File: config.mk
export PLATFORM = sky130hd
export DESIGN_NAME = arrow_switch_entry
export DESIGN_NICKNAME = d
export VERILOG_FILES = /design/src/verilog/arrow_entry_pkg.sv /design/src/verilog/arrow_switch_entry.sv /design/src/verilog/scan_pacer.sv
export SDC_FILE = /design/constraint.sdc
export NUM_CORES = 1
export LEC_CHECK = 0
export BUFFER_PORTS_ARGS = -buffer_cell sky130_fd_sc_hd__buf_2
export CORE_MARGIN = 2
export CORE_UTILIZATION = 50
export CTS_CLUSTER_DIAMETER = 200
export DETAILED_ROUTE_END_ITERATION = 10
export PLACE_DENSITY = 0.68
export SETUP_SLACK_MARGIN = 0.3
export SYNTH_ARGS = -nofsm -noshare
export SYNTH_HDL_FRONTEND = slang
export SYNTH_SLANG_ARGS = --single-unit
File: constraint.sdc
create_clock -name sys_clk_in -period 17.45 [get_ports sys_clk_in]
set_input_delay 2.6175 -clock sys_clk_in [delete_from_list [all_inputs] [get_ports sys_clk_in]]
set_output_delay 2.6175 -clock sys_clk_in [all_outputs]
set_load 0.02 [all_outputs]
File: src/verilog/arrow_entry_pkg.sv
// Shared types, constants and helpers for the arrow-switch entry block.
// Assumes a 200 MHz system clock.
`default_nettype none
package arrow_entry_pkg;

  // Clock and scan timing
  localparam longint unsigned CLK_PERIOD_PS = 64'd5000;
  localparam longint unsigned SCAN_MIN_MS   = 64'd10;
  localparam longint unsigned SCAN_MIN_PS   = SCAN_MIN_MS * 64'd1000000000;
  // Scan must exceed the minimum, so one cycle beyond it
  localparam int SCAN_CYCLES = int'(SCAN_MIN_PS / CLK_PERIOD_PS) + 1;

  // Refresh sequence: three scans per digit, four digits
  localparam int          DIGITS         = 4;
  localparam int          PHASES         = 3;
  localparam logic [3:0]  REFRESH_LAST   = 4'hb;
  localparam logic [3:0]  STEP_RESET     = 4'h0;
  localparam logic [1:0]  PHASE_STROBE   = 2'h1;

  // Digit selection, index 3 is thousands
  localparam logic [1:0]  SEL_RESET      = 2'h3;
  localparam logic [3:0]  DIGIT_MAX      = 4'h9;
  localparam logic [3:0]  DIGIT_ZERO     = 4'h0;
  localparam logic [15:0] VALUE_RESET    = 16'h0000;

  // Configuration code fields
  localparam int CFG_STROBE_BIT = 0;
  localparam int CFG_DATA_BIT   = 1;
  localparam int CFG_SETS_BIT   = 2;
  localparam int CFG_MAX_ONE_SET = 3;

  typedef struct packed {
    logic higher;   // base+3
    logic lower;    // base+2
    logic dec;      // base+1
    logic inc;      // base
  } switch_s;

  typedef struct packed {
    logic [3:0] strobe;  // display_output_base+4..+7
    logic [3:0] bcd;     // display_output_base..+3
  } latched_segment_output_s;

  typedef logic [3:0][3:0] digits_t;

  // Output configuration code from display and output-stage polarity
  function automatic logic [2:0] config_code(input logic sink_out, input logic data_neg,
                                             input logic strobe_neg, input logic two_sets);
    logic [2:0] code;
    code = 3'h0;
    code[CFG_STROBE_BIT] = strobe_neg ^ sink_out;
    code[CFG_DATA_BIT]   = data_neg ^ sink_out;
    code[CFG_SETS_BIT]   = two_sets;
    return code;
  endfunction

  function automatic logic [3:0] digit_inc(input logic [3:0] d);
    return (d >= DIGIT_MAX) ? DIGIT_ZERO : d + 4'h1;
  endfunction

  function automatic logic [3:0] digit_dec(input logic [3:0] d);
    return (d == DIGIT_ZERO || d > DIGIT_MAX) ? DIGIT_MAX : d - 4'h1;
  endfunction

  function automatic logic [15:0] digits_to_bin(input digits_t d);
    logic [15:0] v;
    v = 16'({12'h000, d[3]} * 16'd1000) + 16'({12'h000, d[2]} * 16'd100)
      + 16'({12'h000, d[1]} * 16'd10) + {12'h000, d[0]};
    return v;
  endfunction

  function automatic logic [3:0] one_hot(input logic [1:0] idx);
    return 4'h1 << idx;
  endfunction

endpackage
`default_nettype wire

File: src/verilog/arrow_switch_entry.sv
// Arrow-switch decimal entry with multiplexed latching BCD display drive.
// Assumes synchronous switch and command inputs, a BCD-decoding latching display.
`timescale 1ns/1ps
`default_nettype none
module arrow_switch_entry #(
  parameter bit SINK_OUTPUT        = 1'b1,
  parameter bit DISPLAY_DATA_NEG   = 1'b1,
  parameter bit DISPLAY_STROBE_NEG = 1'b0,
  parameter bit TWO_SETS           = 1'b0,
  parameter int SCAN_CYCLES        = arrow_entry_pkg::SCAN_CYCLES
) (
  input  wire logic                                     sys_clk_in,
  input  wire logic                                     rst_in,
  input  wire logic                                     command_in,
  input  wire arrow_entry_pkg::switch_s                 switch_in,
  output arrow_entry_pkg::latched_segment_output_s      display_pins_out,
  output logic [15:0]                                   edited_value_word_out,
  output logic [1:0]                                    selected_digit_out,
  output logic [2:0]                                    config_code_out,
  output logic                                          refresh_done_out
);

  // Output configuration code
  localparam logic [2:0] CFG = arrow_entry_pkg::config_code(SINK_OUTPUT, DISPLAY_DATA_NEG,
                                                            DISPLAY_STROBE_NEG,
                                                            TWO_SETS);
  localparam logic DATA_MIS   = CFG[arrow_entry_pkg::CFG_DATA_BIT];
  localparam logic STROBE_MIS = CFG[arrow_entry_pkg::CFG_STROBE_BIT];

  // Idle pin levels: strobes inactive, data lines at BCD zero
  localparam logic [3:0] STROBE_IDLE_PIN = {4{STROBE_MIS ^ SINK_OUTPUT}};
  localparam logic [3:0] BCD_IDLE_PIN    = {4{DATA_MIS ^ SINK_OUTPUT}};

  generate
    if (TWO_SETS || int'(CFG) > arrow_entry_pkg::CFG_MAX_ONE_SET)
    begin : g_bad_sets
      $error("arrow_switch_entry: only one display set is supported");
    end
    if (SCAN_CYCLES < 1)
    begin : g_bad_scan
      $error("arrow_switch_entry: SCAN_CYCLES must be at least 1");
    end
    if (arrow_entry_pkg::PHASES * arrow_entry_pkg::DIGITS !=
        int'(arrow_entry_pkg::REFRESH_LAST) + 1)
    begin : g_bad_refresh
      $error("arrow_switch_entry: refresh length must be digits times phases");
    end
  endgenerate

  // Scan pacing
  logic scan_tick;

  scan_pacer #(
    .SCAN_CYCLES (SCAN_CYCLES)
  ) u_scan_pacer (
    .sys_clk_in    (sys_clk_in),
    .rst_in        (rst_in),
    .scan_tick_out (scan_tick)
  );

  // State
  logic                        cmd_prev_ff;
  arrow_entry_pkg::switch_s    sw_prev_ff;
  arrow_entry_pkg::digits_t    digits_ff;
  arrow_entry_pkg::digits_t    nxt_digits;
  logic [1:0]                  sel_ff;
  logic [1:0]                  nxt_sel;
  logic [15:0]                 value_ff;
  logic [3:0]                  step_ff;
  logic [3:0]                  nxt_step;
  arrow_entry_pkg::latched_segment_output_s pins_ff;
  arrow_entry_pkg::latched_segment_output_s nxt_pins;
  logic                        done_ff;

  // Qualifiers
  logic                        restart;
  logic                        advance;
  arrow_entry_pkg::switch_s    press;
  logic [1:0]                  slot;
  logic [1:0]                  phase;
  logic [3:0]                  slot_data;
  logic [3:0]                  strobe_act;

  // A rising command spends its cycle on the restart; a scan tick that lands
  // on it is skipped so the first step never shows stale pins
  assign restart = command_in && !cmd_prev_ff;
  assign advance = command_in && !restart && scan_tick;

  // Rising edge of each switch, judged scan to scan
  assign press = switch_in & ~sw_prev_ff;

  always_ff @(posedge sys_clk_in)
  begin
    if (rst_in)
    begin
      cmd_prev_ff <= 1'b0;
    end
    else
    begin
      cmd_prev_ff <= command_in;
    end
  end

  always_ff @(posedge sys_clk_in)
  begin
    if (rst_in)
    begin
      sw_prev_ff <= '0;
    end
    else if (advance)
    begin
      sw_prev_ff <= switch_in;
    end
  end

  // Digit selection
  // Opposite moves in one scan cancel rather than guess an order
  always_comb
  begin
    nxt_sel = sel_ff;
    if (press.lower && !press.higher)
    begin
      nxt_sel = sel_ff - 2'h1;
    end
    else if (press.higher && !press.lower)
    begin
      nxt_sel = sel_ff + 2'h1;
    end
  end

  always_ff @(posedge sys_clk_in)
  begin
    if (rst_in)
    begin
      sel_ff <= arrow_entry_pkg::SEL_RESET;
    end
    else if (advance)
    begin
      sel_ff <= nxt_sel;
    end
  end

  // Digit editing acts on the digit selected before this scan's moves
  // Increment and decrement together leave the digit untouched
  always_comb
  begin
    nxt_digits = digits_ff;
    if (press.inc && !press.dec)
    begin
      nxt_digits[sel_ff] = arrow_entry_pkg::digit_inc(digits_ff[sel_ff]);
    end
    else if (press.dec && !press.inc)
    begin
      nxt_digits[sel_ff] = arrow_entry_pkg::digit_dec(digits_ff[sel_ff]);
    end
  end

  always_ff @(posedge sys_clk_in)
  begin
    if (rst_in)
    begin
      digits_ff <= '0;
    end
    else if (advance)
    begin
      digits_ff <= nxt_digits;
    end
  end

  // Binary value, never above 9999 since each digit stays 0..9
  always_ff @(posedge sys_clk_in)
  begin
    if (rst_in)
    begin
      value_ff <= arrow_entry_pkg::VALUE_RESET;
    end
    else if (advance)
    begin
      value_ff <= arrow_entry_pkg::digits_to_bin(nxt_digits);
    end
  end

  // Refresh step: three scans per digit, thousands first
  assign slot      = 2'h3 - 2'(step_ff / 4'(arrow_entry_pkg::PHASES));
  assign phase     = 2'(step_ff % 4'(arrow_entry_pkg::PHASES));
  assign slot_data = digits_ff[slot];

  always_comb
  begin
    nxt_step = step_ff;
    if (restart)
    begin
      nxt_step = arrow_entry_pkg::STEP_RESET;
    end
    else if (advance)
    begin
      if (step_ff == arrow_entry_pkg::REFRESH_LAST)
      begin
        nxt_step = arrow_entry_pkg::STEP_RESET;
      end
      else
      begin
        nxt_step = step_ff + 4'h1;
      end
    end
  end

  always_ff @(posedge sys_clk_in)
  begin
    if (rst_in)
    begin
      step_ff <= arrow_entry_pkg::STEP_RESET;
    end
    else
    begin
      step_ff <= nxt_step;
    end
  end

  // Strobe: pulsed in the middle scan of each slot; the selected digit's
  // strobe stays on for its whole slot, which lights it longer as indicator
  always_comb
  begin
    strobe_act = 4'h0;
    if (phase == arrow_entry_pkg::PHASE_STROBE || slot == sel_ff)
    begin
      strobe_act = arrow_entry_pkg::one_hot(slot);
    end
  end

  // Internal logic is flipped on a mismatch, then by the output stage
  always_comb
  begin
    nxt_pins = pins_ff;
    if (restart)
    begin
      nxt_pins.bcd    = BCD_IDLE_PIN;
      nxt_pins.strobe = STROBE_IDLE_PIN;
    end
    else if (advance)
    begin
      nxt_pins.bcd    = (slot_data ^ {4{DATA_MIS}}) ^ {4{SINK_OUTPUT}};
      nxt_pins.strobe = (strobe_act ^ {4{STROBE_MIS}}) ^ {4{SINK_OUTPUT}};
    end
  end

  always_ff @(posedge sys_clk_in)
  begin
    if (rst_in)
    begin
      pins_ff.bcd    <= BCD_IDLE_PIN;
      pins_ff.strobe <= STROBE_IDLE_PIN;
    end
    else
    begin
      pins_ff <= nxt_pins;
    end
  end

  // Completion pulse as the last of the twelve steps reaches the pins; that step still shows for one more scan
  always_ff @(posedge sys_clk_in)
  begin
    if (rst_in)
    begin
      done_ff <= 1'b0;
    end
    else
    begin
      done_ff <= advance && (step_ff == arrow_entry_pkg::REFRESH_LAST);
    end
  end

  assign display_pins_out      = pins_ff;
  assign edited_value_word_out = value_ff;
  assign selected_digit_out    = sel_ff;
  assign config_code_out       = CFG;
  assign refresh_done_out      = done_ff;

endmodule // arrow_switch_entry
`default_nettype wire

File: src/verilog/scan_pacer.sv
// Scan pacer: one-cycle tick per controller scan period.
// Assumes a free-running system clock and synchronous reset.
`timescale 1ns/1ps
`default_nettype none
module scan_pacer #(
  parameter int SCAN_CYCLES = arrow_entry_pkg::SCAN_CYCLES
) (
  input  wire logic sys_clk_in,
  input  wire logic rst_in,
  output logic      scan_tick_out
);

  localparam int CW = (SCAN_CYCLES > 1) ? $clog2(SCAN_CYCLES) : 1;
  localparam logic [CW-1:0] LAST = CW'(SCAN_CYCLES - 1);

  generate
    if (SCAN_CYCLES < 1)
    begin : g_bad_scan
      $error("scan_pacer: SCAN_CYCLES must be at least 1");
    end
  endgenerate

  logic [CW-1:0] count_ff;
  logic          tick_ff;

  always_ff @(posedge sys_clk_in)
  begin
    if (rst_in)
    begin
      count_ff <= '0;
      tick_ff  <= 1'b0;
    end
    else if (count_ff == LAST)
    begin
      count_ff <= '0;
      tick_ff  <= 1'b1;
    end
    else
    begin
      count_ff <= count_ff + CW'(1);
      tick_ff  <= 1'b0;
    end
  end

  assign scan_tick_out = tick_ff;

endmodule // scan_pacer
`default_nettype wire
==> flow_summary.json, run 1 <==
{
  "grt_pass1_vias": 4376,
  "hpwl_mm": 9.31,
  "p_per_area_nw_per_um2": 58.1,
  "design_area_sq_um": 5820,
  "hold_viol": 0,
  "startpoint_type": "input port",
  "clock-sinks": 72,
  "initial_core_util_pct": 51.9,
  "clkTransAtPathRegs_ns": 0.07,
  "setup_violations": 0,
  "core_sq_um": 10400,
  "final_layout_size_suffix_gt1_share_pct": 10.8,
  "setup_ws_ns": 9.30,
  "cts_made_buffers": 9,
  "crit_type": "in -> reg",
  "endpoint_kind": "register",
  "seq_area_frac_synth_pct": 26.6,
  "dr_wl_met2_mm": 5.73,
  "clockBufferDepth": 2,
  "hold_buffers": 0,
  "antenna_found_initial": 0,
  "die_h_microns": 108,
  "slew_viol_final": 0,
  "fin_crit_sh_pct": 46.7,
  "drt-total-wl_mm": 12.0,
  "p_leak_nw": 2.59,
  "synth_warnings": 0,
  "gp_congestion": 0.842,
  "power_mw": 0.338,
  "worst_pin_slew_ns": 0.815,
  "post_drt_wl_per_cell_microns": 14.9,
  "place_area_sq_um": 5650,
  "fillers": 981,
  "cts_tree": "yes",
  "synth_area_sq_um": 5410,
  "grt_usage_pct": 21.7,
  "multi_input_area_sq_um": 3670,
  "grt_max_degree": 44,
  "synth_seq_cells": 72,
  "setup_tns_ns": 0,
  "crit_arrival_ns": 8.37,
  "cp_max_fo": 10,
  "rows": 37,
  "cts-resized-gates": 0,
  "drtAntennaViolNets": 0,
  "synth.avg_cell_area_sq_um": 8.48,
  "synthArstFlopShare_pct": 0,
  "routed_via_density": 5.59,
  "outcome": "complete, no violations",
  "grt_pass1_wl_mm": 20.3,
  "regArea_sq_um": 1440,
  "worstPathRequired_ns": 17.67,
  "route.vias.total": 4482,
  "hp-class": "reg -> reg",
  "maxSlewHeadroom_pct": 45.7,
  "synth_edf_count": 0,
  "drt-met1-wl_mm": 5.46,
  "io_buffers": 32,
  "cts_setup_buffers": 0,
  "die_area_sq_um": 11700,
  "gr-total-overflow": 0,
  "vdd_drop_max_mv": 0.0446,
  "top_layer_used": "met4",
  "skew_ns": 0.0101,
  "htreeDepth": 3,
  "pre_cts_ws_ns": 8.92,
  "insertion_delay_ns": 0.34,
  "synth_cell_type_count": 65,
  "drtPass1Iterations": 4,
  "finalCriticalPeriod_ns": 8.15,
  "die_w_microns": 108,
  "max_freq_mhz": 123,
  "rsz0062_at_grt": "no",
  "maxCapViolCount": 0,
  "antenna_cells": 0,
  "cts_root_buf": "clkbuf_8",
  "area_growth_syn_to_layout_pct": 7.49,
  "synth_top_flop_cell": "dfxtp_1",
  "pin_count": 37,
  "netlist_instances": 638,
  "dr_wl_met3_microns": 575,
  "final_nets": 751,
  "detail_route.iter0.violations": 289,
  "drc": 0
}
[worst max-delay path, cell delays in order]
cell      delay, ns
buf_2          0.09
nor2b_1        0.16
inv_1          0.06
ha_1           0.30
o211ai_1       0.20
o21ai_0        0.10
a211oi_1       0.21
a21oi_1        0.07
buf_4          0.18
a21oi_1        0.49
fa_1           0.63
fa_1           0.55
inv_1          0.05
ha_1           0.33
nor2b_1        0.15
o21ai_0        0.17
nand2b_1       0.11
xnor2_1        0.14
ha_1           0.29
ha_1           0.29
ha_1           0.35
a21oi_1        0.18
nand2_1        0.06
o21ai_0        0.23
nand3b_1       0.17
a211o_1        0.12
nand3_1        0.05
[sequential cells by signal, summed over array words and instances (netlist names)]
signal / flops
cmd_prev_ff: 1
sw_prev_ff: 4
u_scan_pacer.scan_tick_out: 1
refresh_done_out: 1
display_pins_out: 8
edited_value_word_out: 14
selected_digit_out: 2
u_scan_pacer.count_ff: 21
step_ff: 4
digits_ff: 16
[metrics by stage]
| step | hold WS, ns | util (%) | cells |
|---|---|---|---|
| global route | 0.482 | 55.8 | 802 |
| CTS | 0.453 | 55.8 | 802 |
| global placement | 0.436 | 54.3 | 787 |
| detailed placement | 0.442 | 54.3 | 787 |
| floorplan | 0.431 | - | 640 |
| finish | 0.453 | 55.8 | 802 |
[power by group]
group | internal (mW) | total (mW) | switching (mW) | leakage (nW)
Combinational | 0.0258 | 0.0613 | 0.0355 | 1.93
Clock | 0.0499 | 0.111 | 0.0611 | 0.0769
Sequential | 0.165 | 0.166 | 0.000840 | 0.581
[Yosys cell counts, types with 7 or more instances]
cell	n	area [sq um]
o21ai_0	20	100
o211ai_1	8	60.1
xor2_1	13	114
clkbuf_1	14	52.6
nand3_1	20	100
inv_1	51	191
a21oi_1	37	185
ha_1	65	813
a211oi_1	14	105
mux2i_1	11	110
nor2b_1	11	68.8
xnor2_1	24	210
a21o_1	10	75.1
dfxtp_1	72	1440
nand2_1	57	214
nand4_1	7	43.8
nand2b_1	10	62.6
nor2_1	84	315
nor3_1	12	60.1
fa_1	17	340
[cell type report]
| cell class | count | share of cell area, % |
|---|---|---|
| multi-input cells | 493 | 63.1 |
| flip-flops and latches | 72 | 24.8 |
| inverters | 51 | 3.29 |
| repair buffers | 35 | 3.14 |
| well taps | 136 | 2.93 |
| clock buffers | 9 | 2.13 |
| clock inverters | 6 | 0.645 |
[layout by cell type, fill, tap and decap left out, types with 2 or more instances in the layout]
cell type,instances
o21ai_0,20
a21oi_1,37
nor2b_1,11
nand2b_1,10
nand2_1,57
nand3b_1,5
dfxtp_1,72
clkbuf_8,9
and4_1,2
nor4_1,4
o211ai_1,8
buf_4,3
ha_1,65
and3b_1,2
fa_1,17
mux2_2,5
a211oi_1,14
nand4_1,7
a21o_1,10
o2bb2ai_1,4
nor2_1,84
nand3_1,20
mux4_2,4
nor3_1,12
xnor2_1,24
conb_1,4
buf_2,32
o41ai_1,2
a211oi_2,4
o21a_1,2
xor2_1,13
inv_1,51
clkinvlp_4,3
clkinv_2,3
mux2i_1,11
and3_1,5
[cell families after synthesis]
family,synth area share (%)
AOI/OAI and AO/OA,15.2
buffers and inverters,5.69
muxes,5.02
other,0.139
adders and majority gates,21.3
DFF,26.6
and+or+nand+nor,19.7
xor gates and xnor gates,6.29
[final timing paths]
path,startpoint,endpoint,slack (ns),depth (start not counted)
setup reg to reg,selected_digit_out[0]$_SDFFE_PP1P_,edited_value_word_out[13]$_SDFFE_PP0P_,9.99,24
hold reg to reg,sw_prev_ff[3]$_SDFFE_PP0P_,sw_prev_ff[3]$_SDFFE_PP0P_,0.45,2
hold / removal,sw_prev_ff[3]$_SDFFE_PP0P_,sw_prev_ff[3]$_SDFFE_PP0P_,0.45,2
setup / recovery,switch_in[1],edited_value_word_out[13]$_SDFFE_PP0P_,9.30,27
[routing by layer]
metal | up-vias | GRT usage [%]
met4 | 0 | 6.78
met1 | 2103 | 28.6
li1 | 2244 | -
met3 | 18 | 4.34
met5 | - | 0
met2 | 117 | 35.8
Note: power is estimated with default switching activity, not from simulation.
==> run 2, diff against run 1 <==
Settings changed: PLACE_DENSITY 0.68 to 0.71.
Clock period 17.45 ns to 6.9 ns, I/O delays scaled along.
==> run 2 against run 1 <==
Compared with the run above: total power grew to 2.7 times the previous value; combinational power rose to 2.6 times the previous value; clock power grew to 3.1 times the previous value; highest routed layer unchanged.
==> flow_summary.json, run 2 (same netlist as run 1, synthesis figures left out) <==
{
  "max_freq_mhz": 158,
  "regArea_sq_um": 1440,
  "reg2reg_depth": 24,
  "fillers": 987,
  "maxSlewHeadroom_pct": 45.1,
  "rsz0062_at_grt": "yes",
  "endpoint_kind": "register",
  "cp_common_cell": "ha_1",
  "setup_violations": 0,
  "die_area_sq_um": 11700,
  "cts_root_buf": "clkbuf_8",
  "path_cells": "mux4_2 > inv_1 > ha_2 > or3b_1 > mux2_4 > a21o_4 > a21oi_2 > fa_2 > fa_1 > inv_1 > ha_1 > nor2b_1 > o21ai_0 > nand2b_1 > xnor2_1 > ha_1 > ha_1 > ha_1 > a21oi_1 > nand2_1 > o21ai_1 > nand3b_1 > nand4_1 > nand3_1",
  "whs_ns": 0.457,
  "area_growth_syn_to_layout_pct": 9.99,
  "vdd_drop_max_mv": 0.113,
  "clkTransAtPathRegs_ns": 0.08,
  "slowest_delay_ns": 0.56,
  "hold_start": "sw_prev_ff[0]$_SDFFE_PP0P_",
  "worst_pin_slew_ns": 0.823,
  "cts_tree": "yes",
  "hpwl_mm": 9.41,
  "critical_path.slowest_cell": "mux4_2",
  "drc": 0,
  "drt-total-wl_mm": 12.1,
  "cts_made_buffers": 9,
  "final_layout_size_suffix_gt1_share_pct": 13.0,
  "startpoint_type": "register",
  "r2r-end": "edited_value_word_out[13]$_SDFFE_PP0P_",
  "clock-sinks": 72,
  "die_h_microns": 108,
  "maxCapViolCount": 0,
  "p_leak_nw": 2.66,
  "insertion_delay_ns": 0.35,
  "reg2reg_from": "selected_digit_out[0]$_SDFFE_PP1P_",
  "grt_pass1_vias": 4370,
  "fin_crit_sh_pct": 91.9,
  "crit_arrival_ns": 6.63,
  "rows": 37,
  "antenna_cells": 0,
  "critPathBufInv": 2,
  "grt_max_degree": 44,
  "largest_register": "u_scan_pacer.count_ff",
  "gr-total-overflow": 0,
  "final_common_cell": "nor2_1",
  "die_w_microns": 108,
  "drtAntennaViolNets": 0,
  "clockBufferDepth": 2,
  "routed_via_density": 5.51,
  "worstPathRequired_ns": 7.19,
  "grt_pass1_wl_mm": 20.4,
  "pin_count": 37,
  "grt_usage_pct": 21.7,
  "core_sq_um": 10400,
  "initial_core_util_pct": 51.9,
  "outcome": "complete, no violations",
  "slew_viol_final": 0,
  "r2r_slack_ns": 0.56,
  "htreeDepth": 3,
  "p_per_area_nw_per_um2": 155,
  "final_nets": 762,
  "io_buffers": 32,
  "largest_reg_flops": 21,
  "cp_top_family": "adder cells",
  "hp-class": "reg -> reg",
  "drtPass1Iterations": 4,
  "crit_type": "reg -> reg",
  "hold_end": "sw_prev_ff[0]$_SDFFE_PP0P_",
  "post_drt_wl_per_cell_microns": 14.9,
  "setup_tns_ns": 0,
  "hold_viol": 0,
  "multi_input_area_sq_um": 3680,
  "layout_common_cells": "nor2_1, dfxtp_1, ha_1",
  "antenna_found_initial": 0,
  "detail_route.iter0.violations": 249,
  "finalCriticalPeriod_ns": 6.34,
  "skew_ns": 0.00938,
  "hold_depth": 2,
  "route.vias.total": 4482,
  "gp_congestion": 0.968,
  "cp_max_fo": 7,
  "hold_buffers": 0
}
==> run 2: timing repair <==
item	CTS	global route
endpoints found under the setup margin	1	5
setup buffers	0	3
resized for setup	1	6
endpoints found under the hold margin	0	0
pin swaps	0	1
==> run 2: cell type report <==
type	count	share of cell area (%)
Timing Repair Buffer	46	4.46
Inverter	51	3.22
Multi-Input combinational cell	493	61.9
Clock buffer	10	2.14
Sequential cell	72	24.2
Tap cell	136	2.86
Clock inverter	6	1.16
==> run 2: worst register-to-register path: cells and delay by family (launching register included) <==
| kind | cells | cell delay [ns] |
|---|---|---|
| AO/OA/AOI/OAI | 5 | 1.00 |
| XOR/XNOR | 1 | 0.14 |
| flip-flops | 1 | 0.37 |
| multiplexers | 2 | 0.88 |
| adder cells (fa/ha/maj) | 7 | 2.57 |
| buffers and inverters | 2 | 0.16 |
| AND/OR/NAND/NOR | 7 | 1.15 |
==> run 2: how the worst max path moves through the flow <==
stage	depth (start not counted)	start	slack (ns)	to
after floorplan	25	selected_digit_out[0]$_SDFFE_PP1P_	0.30	edited_value_word_out[13]$_SDFFE_PP0P_
after global placement	26	switch_in[1]	0.54	edited_value_word_out[13]$_SDFFE_PP0P_
after detailed placement	24	selected_digit_out[0]$_SDFFE_PP1P_	0.34	edited_value_word_out[13]$_SDFFE_PP0P_
after CTS	24	selected_digit_out[0]$_SDFFE_PP1P_	0.31	edited_value_word_out[13]$_SDFFE_PP0P_
after global routing	24	selected_digit_out[0]$_SDFFE_PP1P_	0.22	edited_value_word_out[13]$_SDFFE_PP0P_
final	24	selected_digit_out[0]$_SDFFE_PP1P_	0.56	edited_value_word_out[13]$_SDFFE_PP0P_
==> run 2: report_power, final <==
| part | switching, mW | internal, mW | leakage [nW] |
|---|---|---|---|
| Clock | 0.170 | 0.169 | 0.0968 |
| Combinational | 0.0930 | 0.0688 | 1.98 |
| Sequential | 0.00217 | 0.417 | 0.580 |
==> run 2: stage by stage <==
stage               instances  util [%]  cell area (sq um)  total power [mW]  setup slack [ns]
finish                    814      57.1               5950             0.920             0.557
global placement          795      54.9               5710             0.582             0.538
global route              814      57.1               5950             0.966             0.216
floorplan                 640         -               5420             0.554             0.305
detailed placement        795      54.9               5710             0.587             0.336
CTS                       811      56.8               5910             0.924             0.310
==> run 2: metal layers <==
metal  share of wire, %  GRT usage [%]  routed length, microns  vias up
li1                   -              -                       -     2261
met1                 47           28.0                    5640     2105
met2                 48           36.7                    5810       96
met3                4.1           4.10                     497       20
met4                1.5           6.50                     182        0
met5                  0              0                       0        -
